--- config.mk ---
export PLATFORM = sky130hd
export DESIGN_NAME = irap_device_flat
export DESIGN_NICKNAME = d
export VERILOG_FILES = /design/src/hdl/irap_pkg.sv /design/src/hdl/irap_link_if.sv /design/src/hdl/irap_device.sv /design/src/flat_wrapper.sv
export VERILOG_INCLUDE_DIRS = /design/src /design/src/hdl
export SDC_FILE = /design/constraint.sdc
export NUM_CORES = 2
export LEC_CHECK = 0
export ABC_AREA = 1
export BUFFER_PORTS_ARGS = -buffer_cell sky130_fd_sc_hd__buf_2
export CORE_MARGIN = 8
export CORE_UTILIZATION = 30
export DETAILED_ROUTE_END_ITERATION = 16
export SLEW_MARGIN = 20
export SYNTH_ARGS = -nofsm -noshare
export SYNTH_HDL_FRONTEND = slang
export SYNTH_SLANG_ARGS = --single-unit
--- constraint.sdc ---
create_clock -name clk -period 179.2 [get_ports clk]
set_clock_uncertainty 0.1 [all_clocks]
set_input_delay 8.96 -clock clk [delete_from_list [all_inputs] [get_ports clk]]
set_output_delay 8.96 -clock clk [all_outputs]
set_load 0.03 [all_outputs]
--- src/hdl/irap_cfg.svh ---
`ifndef IRAP_CFG_SVH
`define IRAP_CFG_SVH

// =====================================================
// Primary register byte offsets
`define IRAP_OFS_EWA     6'h02
`define IRAP_OFS_EXT_WRITE_DATA_UPPER    6'h04
`define IRAP_OFS_EXT_WRITE_DATA_LOWER    6'h06
`define IRAP_OFS_EXT_WRITE_COMMAND_STATE    6'h08
`define IRAP_OFS_ERA     6'h0A
`define IRAP_OFS_EXT_READ_COMMAND_STATE    6'h0C
`define IRAP_OFS_EXT_READ_DATA_UPPER    6'h0E
`define IRAP_OFS_EXT_READ_DATA_LOWER    6'h10
`define IRAP_OFS_DEVCTL  6'h1E
`define IRAP_OFS_ANGLE   6'h20
// Command/status fields and extended config locations
`define IRAP_GO_BIT      15
`define IRAP_DONE_BIT    0
`define IRAP_REFUSE_BIT  1
`define IRAP_CFG_IDX     6'h19
`define IRAP_LOCK_BIT    0
`define IRAP_DM_BIT      1
// =====================================================
// Link timing
`define IRAP_FRAME_BITS  16
`define IRAP_CLK_MHZ     40
`define IRAP_CS_IDLE_NS  200
`define IRAP_CS_IDLE_CYC ((`IRAP_CS_IDLE_NS*`IRAP_CLK_MHZ+999)/1000)
`define IRAP_SCLK_HALF   8
`define IRAP_MAN_HALF    16
// Host APB map
`define IRAP_APB_CMD     8'h00
`define IRAP_APB_STAT    8'h04
`endif

--- src/hdl/irap_pkg.sv ---
package irap_pkg;
  typedef logic [15:0] irap_word_t;
  typedef logic [5:0]  irap_addr_t;
  typedef enum {MRX_IDLE, MRX_BITS} irap_mrx_e;
  typedef enum {HS_IDLE, HS_SPI, HS_GAP, HS_MTX, HS_MRX}
    irap_hst_e;
endpackage : irap_pkg

--- src/hdl/irap_link_if.sv ---
interface irap_link_if;
  logic sclk;
  logic chip_select_n;
  logic mosi;
  logic miso;
  logic supply_code;
  logic pwm_code;
  modport device (
    input  sclk, chip_select_n, mosi, supply_code,
    output miso, pwm_code
  );
  modport host (
    output sclk, chip_select_n, mosi, supply_code,
    input  miso, pwm_code
  );
endinterface : irap_link_if

--- src/hdl/irap_device.sv ---
`include "irap_cfg.svh"
module irap_device #(
  parameter int EXT_DEPTH = 64,
  parameter int MAN_HALF  = `IRAP_MAN_HALF
) (
  // Clock and reset
  input  wire logic              clk,
  input  wire logic              reset,
  // Link to the host
  irap_link_if.device            lnk,
  // User side
  input  wire irap_pkg::irap_word_t angle_in,
  output logic [15:0]            device_control
);
  import irap_pkg::*;
  localparam int IW = $clog2(EXT_DEPTH);
  localparam logic [4:0] LAST_BIT = 5'(`IRAP_FRAME_BITS - 1);

  function automatic logic is_reg(input irap_addr_t a,
                                  input irap_addr_t o);
    return a[5:1] == o[5:1];
  endfunction : is_reg

  // Even byte address carries the upper byte.
  function automatic irap_word_t put_byte(input irap_word_t old,
                                          input logic odd,
                                          input logic [7:0] b);
    return odd ? {old[15:8], b} : {b, old[7:0]};
  endfunction : put_byte

  // =====================================================
  // Pin synchronisers
  logic [2:0] sclk_s;
  logic [2:0] csn_s;
  logic [1:0] mosi_s;
  logic [2:0] man_s;
  always_ff @(posedge clk or posedge reset) begin
    if (reset) begin
      sclk_s <= 3'h7;
      csn_s  <= 3'h7;
      mosi_s <= 2'h0;
      man_s  <= 3'h7;
    end else begin
      sclk_s <= {sclk_s[1:0], lnk.sclk};
      csn_s  <= {csn_s[1:0], lnk.chip_select_n};
      mosi_s <= {mosi_s[0], lnk.mosi};
      man_s  <= {man_s[1:0], lnk.supply_code};
    end
  end
  logic spi_rise, spi_fall, cs_act, cs_fall, cs_rise, man_fall;
  assign spi_rise = sclk_s[1] & ~sclk_s[2];
  assign spi_fall = ~sclk_s[1] & sclk_s[2];
  assign cs_act   = ~csn_s[1];
  assign cs_fall  = ~csn_s[1] & csn_s[2];
  assign cs_rise  = csn_s[1] & ~csn_s[2];
  assign man_fall = ~man_s[1] & man_s[2];

  // =====================================================
  // SPI receive: mode 3, sample on rising SCLK
  irap_word_t spi_in_reg;
  logic [4:0] spi_cnt_reg;
  logic       spi_valid;
  always_ff @(posedge clk or posedge reset) begin
    if (reset) begin
      spi_in_reg  <= 16'h0000;
      spi_cnt_reg <= 5'h00;
    end else if (cs_fall) begin
      spi_cnt_reg <= 5'h00;
    end else if (cs_act && spi_rise) begin
      // Bits past the sixteenth are check bits and are not kept.
      if (spi_cnt_reg <= LAST_BIT)
        spi_in_reg <= {spi_in_reg[14:0], mosi_s[1]};
      if (spi_cnt_reg != 5'h1F)
        spi_cnt_reg <= spi_cnt_reg + 5'h01;
    end
  end
  assign spi_valid = cs_rise & (spi_cnt_reg > LAST_BIT);

  // =====================================================
  // Manchester receive: first half of each bit is its value
  irap_mrx_e  mrx_state;
  logic [15:0] mrx_ph_reg;
  logic [4:0]  mrx_bit_reg;
  irap_word_t  man_in_reg;
  logic        man_done_reg;
  logic        man_pend_reg;
  logic [31:0] ext_mem [EXT_DEPTH];
  logic        man_disable, wr_lock;
  assign man_disable = ext_mem[`IRAP_CFG_IDX][`IRAP_DM_BIT];
  assign wr_lock     = ext_mem[`IRAP_CFG_IDX][`IRAP_LOCK_BIT];

  always_ff @(posedge clk or posedge reset) begin
    if (reset) begin
      mrx_state    <= MRX_IDLE;
      mrx_ph_reg   <= 16'h0000;
      mrx_bit_reg  <= 5'h00;
      man_in_reg   <= 16'h0000;
      man_done_reg <= 1'b0;
    end else begin
      man_done_reg <= 1'b0;
      case (mrx_state)
        MRX_IDLE: begin
          if (man_fall) begin
            mrx_state   <= MRX_BITS;
            mrx_ph_reg  <= 16'h0001;
            mrx_bit_reg <= 5'h00;
          end
        end
        MRX_BITS: begin
          mrx_ph_reg <= mrx_ph_reg + 16'h0001;
          if (mrx_ph_reg == 16'(MAN_HALF / 2))
            man_in_reg <= {man_in_reg[14:0], man_s[1]};
          if (mrx_ph_reg == 16'(2 * MAN_HALF - 1)) begin
            mrx_ph_reg  <= 16'h0000;
            mrx_bit_reg <= mrx_bit_reg + 5'h01;
            if (mrx_bit_reg == LAST_BIT) begin
              mrx_state    <= MRX_IDLE;
              man_done_reg <= 1'b1;
            end
          end
        end
        default: mrx_state <= MRX_IDLE;
      endcase
    end
  end

  // SPI wins a tie; a Manchester frame waits one cycle.
  always_ff @(posedge clk or posedge reset) begin
    if (reset)
      man_pend_reg <= 1'b0;
    else if (man_done_reg && !man_disable)
      man_pend_reg <= 1'b1;
    else if (!spi_valid)
      man_pend_reg <= 1'b0;
  end

  // =====================================================
  // Frame decode shared by both paths
  logic       frm_go, frm_man, wr, rd;
  irap_word_t frm;
  irap_addr_t fa;
  assign frm_go  = spi_valid | man_pend_reg;
  assign frm_man = ~spi_valid;
  assign frm     = spi_valid ? spi_in_reg : man_in_reg;
  assign fa      = frm[13:8];
  assign wr      = frm_go & ~frm[15] & frm[14];
  assign rd      = frm_go & ~frm[15] & ~frm[14];

  logic ext_wgo, ext_rgo;
  assign ext_wgo = wr & is_reg(fa, `IRAP_OFS_EXT_WRITE_COMMAND_STATE) & ~fa[0]
                 & frm[`IRAP_GO_BIT - 8];
  assign ext_rgo = wr & is_reg(fa, `IRAP_OFS_EXT_READ_COMMAND_STATE) & ~fa[0]
                 & frm[`IRAP_GO_BIT - 8];

  // =====================================================
  // Primary registers
  irap_word_t ewa_reg, ext_write_data_upper_reg, ext_write_data_lower_reg, era_reg;
  irap_word_t ext_read_data_upper_reg, ext_read_data_lower_reg, devctl_reg;
  logic [1:0] ext_write_command_state_reg, ext_read_command_state_reg;
  always_ff @(posedge clk or posedge reset) begin
    if (reset) begin
      ewa_reg    <= 16'h0000;
      ext_write_data_upper_reg   <= 16'h0000;
      ext_write_data_lower_reg   <= 16'h0000;
      era_reg    <= 16'h0000;
      devctl_reg <= 16'h0000;
    end else if (wr) begin
      if (is_reg(fa, `IRAP_OFS_EWA))
        ewa_reg <= put_byte(ewa_reg, fa[0], frm[7:0]);
      if (is_reg(fa, `IRAP_OFS_EXT_WRITE_DATA_UPPER))
        ext_write_data_upper_reg <= put_byte(ext_write_data_upper_reg, fa[0], frm[7:0]);
      if (is_reg(fa, `IRAP_OFS_EXT_WRITE_DATA_LOWER))
        ext_write_data_lower_reg <= put_byte(ext_write_data_lower_reg, fa[0], frm[7:0]);
      if (is_reg(fa, `IRAP_OFS_ERA))
        era_reg <= put_byte(era_reg, fa[0], frm[7:0]);
      if (is_reg(fa, `IRAP_OFS_DEVCTL))
        devctl_reg <= put_byte(devctl_reg, fa[0], frm[7:0]);
    end
  end
  assign device_control = devctl_reg;

  // Extended write: locked writes leave memory untouched.
  always_ff @(posedge clk or posedge reset) begin
    if (reset) begin
      ext_write_command_state_reg <= 2'h0;
      for (int i = 0; i < EXT_DEPTH; i++)
        ext_mem[i] <= 32'h00000000;
    end else if (ext_wgo) begin
      if (wr_lock) begin
        ext_write_command_state_reg <= 2'h3;
      end else begin
        ext_mem[ewa_reg[IW-1:0]] <= {ext_write_data_upper_reg, ext_write_data_lower_reg};
        ext_write_command_state_reg <= 2'h1;
      end
    end
  end

  always_ff @(posedge clk or posedge reset) begin
    if (reset) begin
      ext_read_command_state_reg <= 2'h0;
      ext_read_data_upper_reg <= 16'h0000;
      ext_read_data_lower_reg <= 16'h0000;
    end else if (ext_rgo) begin
      ext_read_data_upper_reg <= ext_mem[era_reg[IW-1:0]][31:16];
      ext_read_data_lower_reg <= ext_mem[era_reg[IW-1:0]][15:0];
      ext_read_command_state_reg <= 2'h1;
    end
  end

  irap_word_t rd_word;
  always_comb begin
    rd_word = 16'h0000;
    case (fa[5:1])
      `IRAP_OFS_EWA    >> 1: rd_word = ewa_reg;
      `IRAP_OFS_EXT_WRITE_DATA_UPPER   >> 1: rd_word = ext_write_data_upper_reg;
      `IRAP_OFS_EXT_WRITE_DATA_LOWER   >> 1: rd_word = ext_write_data_lower_reg;
      `IRAP_OFS_EXT_WRITE_COMMAND_STATE   >> 1: rd_word = {14'h0000, ext_write_command_state_reg};
      `IRAP_OFS_ERA    >> 1: rd_word = era_reg;
      `IRAP_OFS_EXT_READ_COMMAND_STATE   >> 1: rd_word = {14'h0000, ext_read_command_state_reg};
      `IRAP_OFS_EXT_READ_DATA_UPPER   >> 1: rd_word = ext_read_data_upper_reg;
      `IRAP_OFS_EXT_READ_DATA_LOWER   >> 1: rd_word = ext_read_data_lower_reg;
      `IRAP_OFS_DEVCTL >> 1: rd_word = devctl_reg;
      `IRAP_OFS_ANGLE  >> 1: rd_word = angle_in;
      default:               rd_word = 16'h0000;
    endcase
  end

  // =====================================================
  // Answers: SPI returns in the next frame, Manchester at once
  irap_word_t resp_reg, miso_sh_reg, tx_sh_reg;
  logic       tx_act_reg, pwm_reg, tx_bit;
  logic [15:0] tx_ph_reg;
  logic [4:0]  tx_bit_reg;
  always_ff @(posedge clk or posedge reset) begin
    if (reset)
      resp_reg <= 16'h0000;
    else if (rd && !frm_man)
      resp_reg <= rd_word;
  end

  always_ff @(posedge clk or posedge reset) begin
    if (reset)
      miso_sh_reg <= 16'h0000;
    else if (cs_fall)
      miso_sh_reg <= resp_reg;
    else if (cs_act && spi_fall && spi_cnt_reg != 5'h00)
      // The first fall only opens the frame; bit 15 must stand to rise 1.
      miso_sh_reg <= {miso_sh_reg[14:0], 1'b0};
  end
  assign lnk.miso = miso_sh_reg[15];

  // A leading zero bit lets the host find the answer whatever bit 15 is.
  assign tx_bit = (tx_bit_reg == 5'h00) ? 1'b0 : tx_sh_reg[15];

  always_ff @(posedge clk or posedge reset) begin
    if (reset) begin
      tx_act_reg <= 1'b0;
      tx_ph_reg  <= 16'h0000;
      tx_bit_reg <= 5'h00;
      tx_sh_reg  <= 16'h0000;
      pwm_reg    <= 1'b1;
    end else if (rd && frm_man) begin
      tx_act_reg <= 1'b1;
      tx_ph_reg  <= 16'h0000;
      tx_bit_reg <= 5'h00;
      tx_sh_reg  <= rd_word;
      pwm_reg    <= 1'b1;
    end else if (tx_act_reg) begin
      pwm_reg   <= (tx_ph_reg < 16'(MAN_HALF)) ? tx_bit : ~tx_bit;
      tx_ph_reg <= tx_ph_reg + 16'h0001;
      if (tx_ph_reg == 16'(2 * MAN_HALF - 1)) begin
        tx_ph_reg  <= 16'h0000;
        if (tx_bit_reg != 5'h00)
          tx_sh_reg <= {tx_sh_reg[14:0], 1'b0};
        tx_bit_reg <= tx_bit_reg + 5'h01;
        if (tx_bit_reg == LAST_BIT + 5'h01)
          tx_act_reg <= 1'b0;
      end
    end else begin
      pwm_reg <= 1'b1;
    end
  end
  assign lnk.pwm_code = pwm_reg;
endmodule : irap_device

--- src/flat_wrapper.sv ---
// flat-port wrapper written by rule: the top's interface ports become plain ports
module irap_device_flat import irap_pkg::*;
#(
  parameter int EXT_DEPTH = 64,
  parameter int MAN_HALF  = `IRAP_MAN_HALF
)
  (clk, reset, angle_in, device_control, lnk_sclk, lnk_chip_select_n, lnk_mosi, lnk_supply_code, lnk_miso, lnk_pwm_code);
  irap_link_if lnk_i ();
  input  wire logic clk;
  input  wire logic reset;
  input  wire irap_pkg::irap_word_t angle_in;
  output logic [15:0] device_control;
  input wire logic [$bits(lnk_i.sclk)-1:0] lnk_sclk;
  input wire logic [$bits(lnk_i.chip_select_n)-1:0] lnk_chip_select_n;
  input wire logic [$bits(lnk_i.mosi)-1:0] lnk_mosi;
  input wire logic [$bits(lnk_i.supply_code)-1:0] lnk_supply_code;
  output wire logic [$bits(lnk_i.miso)-1:0] lnk_miso;
  output wire logic [$bits(lnk_i.pwm_code)-1:0] lnk_pwm_code;
  assign lnk_i.sclk = lnk_sclk;
  assign lnk_i.chip_select_n = lnk_chip_select_n;
  assign lnk_i.mosi = lnk_mosi;
  assign lnk_i.supply_code = lnk_supply_code;
  assign lnk_miso = lnk_i.miso;
  assign lnk_pwm_code = lnk_i.pwm_code;
  irap_device #(.EXT_DEPTH(EXT_DEPTH), .MAN_HALF(MAN_HALF)) u_core (.clk(clk), .reset(reset), .lnk(lnk_i), .angle_in(angle_in), .device_control(device_control));
endmodule
==> reports/metrics.yaml <==
die-area_mm2: 0.3625
regToRegEndpoint: "u_core.ext_read_data_upper_reg[2]"
syn_area_mm2: 0.1031
io_pins: 40
rsz0062_at_grt: "no"
port-buffer-count: 39
worst_setup_path_startpoint: "reset"
cts_resized: 0
end_kind: "async pin"
final_cell_mix: "nand2_1, o21ai_0, dfrtp_1"
p_clk_share_pct: 48.4
drv_slew: 0
grt_max_degree: 199
crit_arrival_ns: 13.71
largest-register: "u_core.ext_mem"
start_kind: "input port"
drive_gt1_share_pct: 6.197
powerDensity_mw_per_mm2: 9.352
vias_per_cell: 5.253
start_util_pct: 30.09
path_max_fanout: 108
avgSynthCellArea_um2: 8.307
cts_sinks: 2306
vias: 86791
layout_commonest_cell: "nand2_1"
clk_latency_ns: 0.90
cts_tree: "yes"
timing.rr.start: "u_core.era_reg[0]"
p_comb_share_pct: 2.3
drt_iter0_markers: 9875
grt_pass1_vias: 82601
clk_pin_slew_worst_paths_ns: 0.06
hold_buffers: 0
gp_congestion: 0.8743
final_antenna_net_count: 0
synth_warnings: 0
largest_reg_flops: 2048
cellInternalPower_uw: 828.0
min-delay-start: "u_core.mosi_s[0]"
setup_violations: 0
max_freq_mhz: 77.55
whs_endpoint: "u_core.mosi_s[1]"
status: "complete, no violations"
die_h_um: 602.1
synth_cells: 12405
ys_ff_latch: 2306
h-tree-depth: 4
hold_depth: 0
cts_buffer_depth: 3
rows: 215
power_leakage_nw: 49.66
die_w_um: 602.1
clockRootBuffer: "clkbuf_16"
syn2layout_area_growth_pct: 11.05
routed_wl_um: 336700
first_pass_iters: 9
synth_nets: 12438
cts_buffers: 239
cts_setup_buffers: 0
irDropWorstVdd_uv: 10.28
yosysSeqAreaShare_pct: 56.01
nets: 11797
required_ns: 180.01
track_usage_pct: 17.97
reg2reg_slack_ns: 173.20
critPathKind: "input port to async pin"
pwr-share-seq_pct: 49.3
worstMarginPinSlew_ns: 1.182
tns_ns: 0
drc: 0
hp-class: "register to register"
hold_viol: 0
synth.distinct_cells: 47
slew_headroom_pct: 21.09
core_area_mm2: 0.3424
grt-ovfl-total: 0
finalPower_mw: 1.070
antenna_found_initial: 10
reg2reg_depth: 13
n_fill_cell: 35743
power.share.switching_pct: 22.63
grt_pass1_wl_um: 517100
fin_crit_sh_pct: 7.196
dp_hpwl_um: 180100
power.switching_uw: 242.2
drv_cap: 0
period_needed_ns: 12.89
wire_per_inst_um: 20.38
==> logic make-up after synthesis <==
kind of cell               after synthesis  synth area share, %
and+or+nand+nor                       4943                19.48
AOI/OAI and AO/OA                     3824                19.30
DFF                                   2306                56.01
buffers and inverters                 1309                4.973
adders and majority gates               11               0.1336
xor gates and xnor gates                10              0.08499
muxes                                    2              0.02064
==> layer usage <==
metal / up-vias / routed length [um] / global-route usage (%)
li1: 40329 / - / -
met5: - / 17 / 0
met1: 42858 / 147900 / 24.86
met3: 605 / 25540 / 3.147
met2: 2997 / 148800 / 27.97
met4: 2 / 14400 / 7.164
==> layout make-up <==
class | instances | area [um^2] | area share [%]
tap | 4557 | 5702 | 4.982
clock inverter | 79 | 1142 | 0.9983
clock buffer | 356 | 7073 | 6.181
sequential | 2306 | 57740 | 50.45
inverter | 206 | 810.8 | 0.7085
antenna | 8 | 20.02 | 0.01749
multi-input combinational | 8790 | 40230 | 35.16
timing repair buffer | 221 | 1715 | 1.499
==> power groups by stage <==
stage                     combinational (mW)  sequential [mW]  clock (mW)
final                                 0.0248            0.528       0.518
after CTS                             0.0256            0.528       0.526
after global placement                0.0253            0.537           0
after floorplan                       0.0167            0.539           0
after detailed placement              0.0256            0.537           0
after global routing                  0.0287            0.528       0.547
==> through the flow <==
| step | util (%) | area, um^2 | setup slack [ns] | cells | hold slack [ns] |
|---|---|---|---|---|---|
| after global routing | 33.41 | 114400 | 165.61 | 16517 | 0.2581 |
| after CTS | 33.41 | 114400 | 166.14 | 16515 | 0.2545 |
| after global placement | 31.01 | 106200 | 165.25 | 16080 | 0.2458 |
| after detailed placement | 31.01 | 106200 | 165.22 | 16080 | 0.2410 |
| final | 33.42 | 114400 | 166.31 | 16523 | 0.2507 |
| after floorplan | - | 103100 | 104.99 | 12405 | 0.2312 |
==> worst max-delay path, cell delays in order <==
cell and delay, ns:
buf_2 0.14, inv_8 0.49, buf_4 0.65, buf_4 0.83
buf_4 0.70, buf_4 0.84, buf_4 0.73
==> synth_stat cells, drive strengths merged <==
library cell,instances,area [um^2]
o21ai,3242,16240
nand2,2980,11190
dfrtp,2296,57460
nor2,1160,4372
clkbuf,914,3431
nand3,746,4172
o22ai,518,3241
buf,189,920.9
inv,168,630.6
clkinv,38,142.6
a21oi,37,196.4
nand4,32,200.2
nor3,16,80.08
o211ai,13,97.59
ha,11,137.6
dfstp,10,262.8
xor2,6,52.55
nor4,5,31.28
xnor2,4,35.03
a211oi,3,22.52
a22o,2,17.52
o31ai,2,15.01
or2,2,12.51
a211o,1,8.760
a21boi,1,7.510
a31oi,1,6.260
mux2,1,11.26
mux2i,1,10.01
nand3b,1,7.510
nor3b,1,7.510
o211a,1,10.01
o221a,1,11.26
o221ai,1,8.760
o32ai,1,8.760
==> how the worst max path moves through the flow <==
stage / end / slack, ns / cells past startpoint
floorplan: u_core.device_control[0] / 104.99 / 1
global placement: u_core.ext_mem[1018] / 165.25 / 7
detailed placement: u_core.ext_mem[779] / 165.22 / 7
CTS: u_core.ext_mem[1018] / 166.14 / 7
global route: u_core.ext_mem[954] / 165.61 / 7
finish: u_core.ext_mem[1018] / 166.31 / 7
Note: power is estimated with default switching activity, not from simulation.
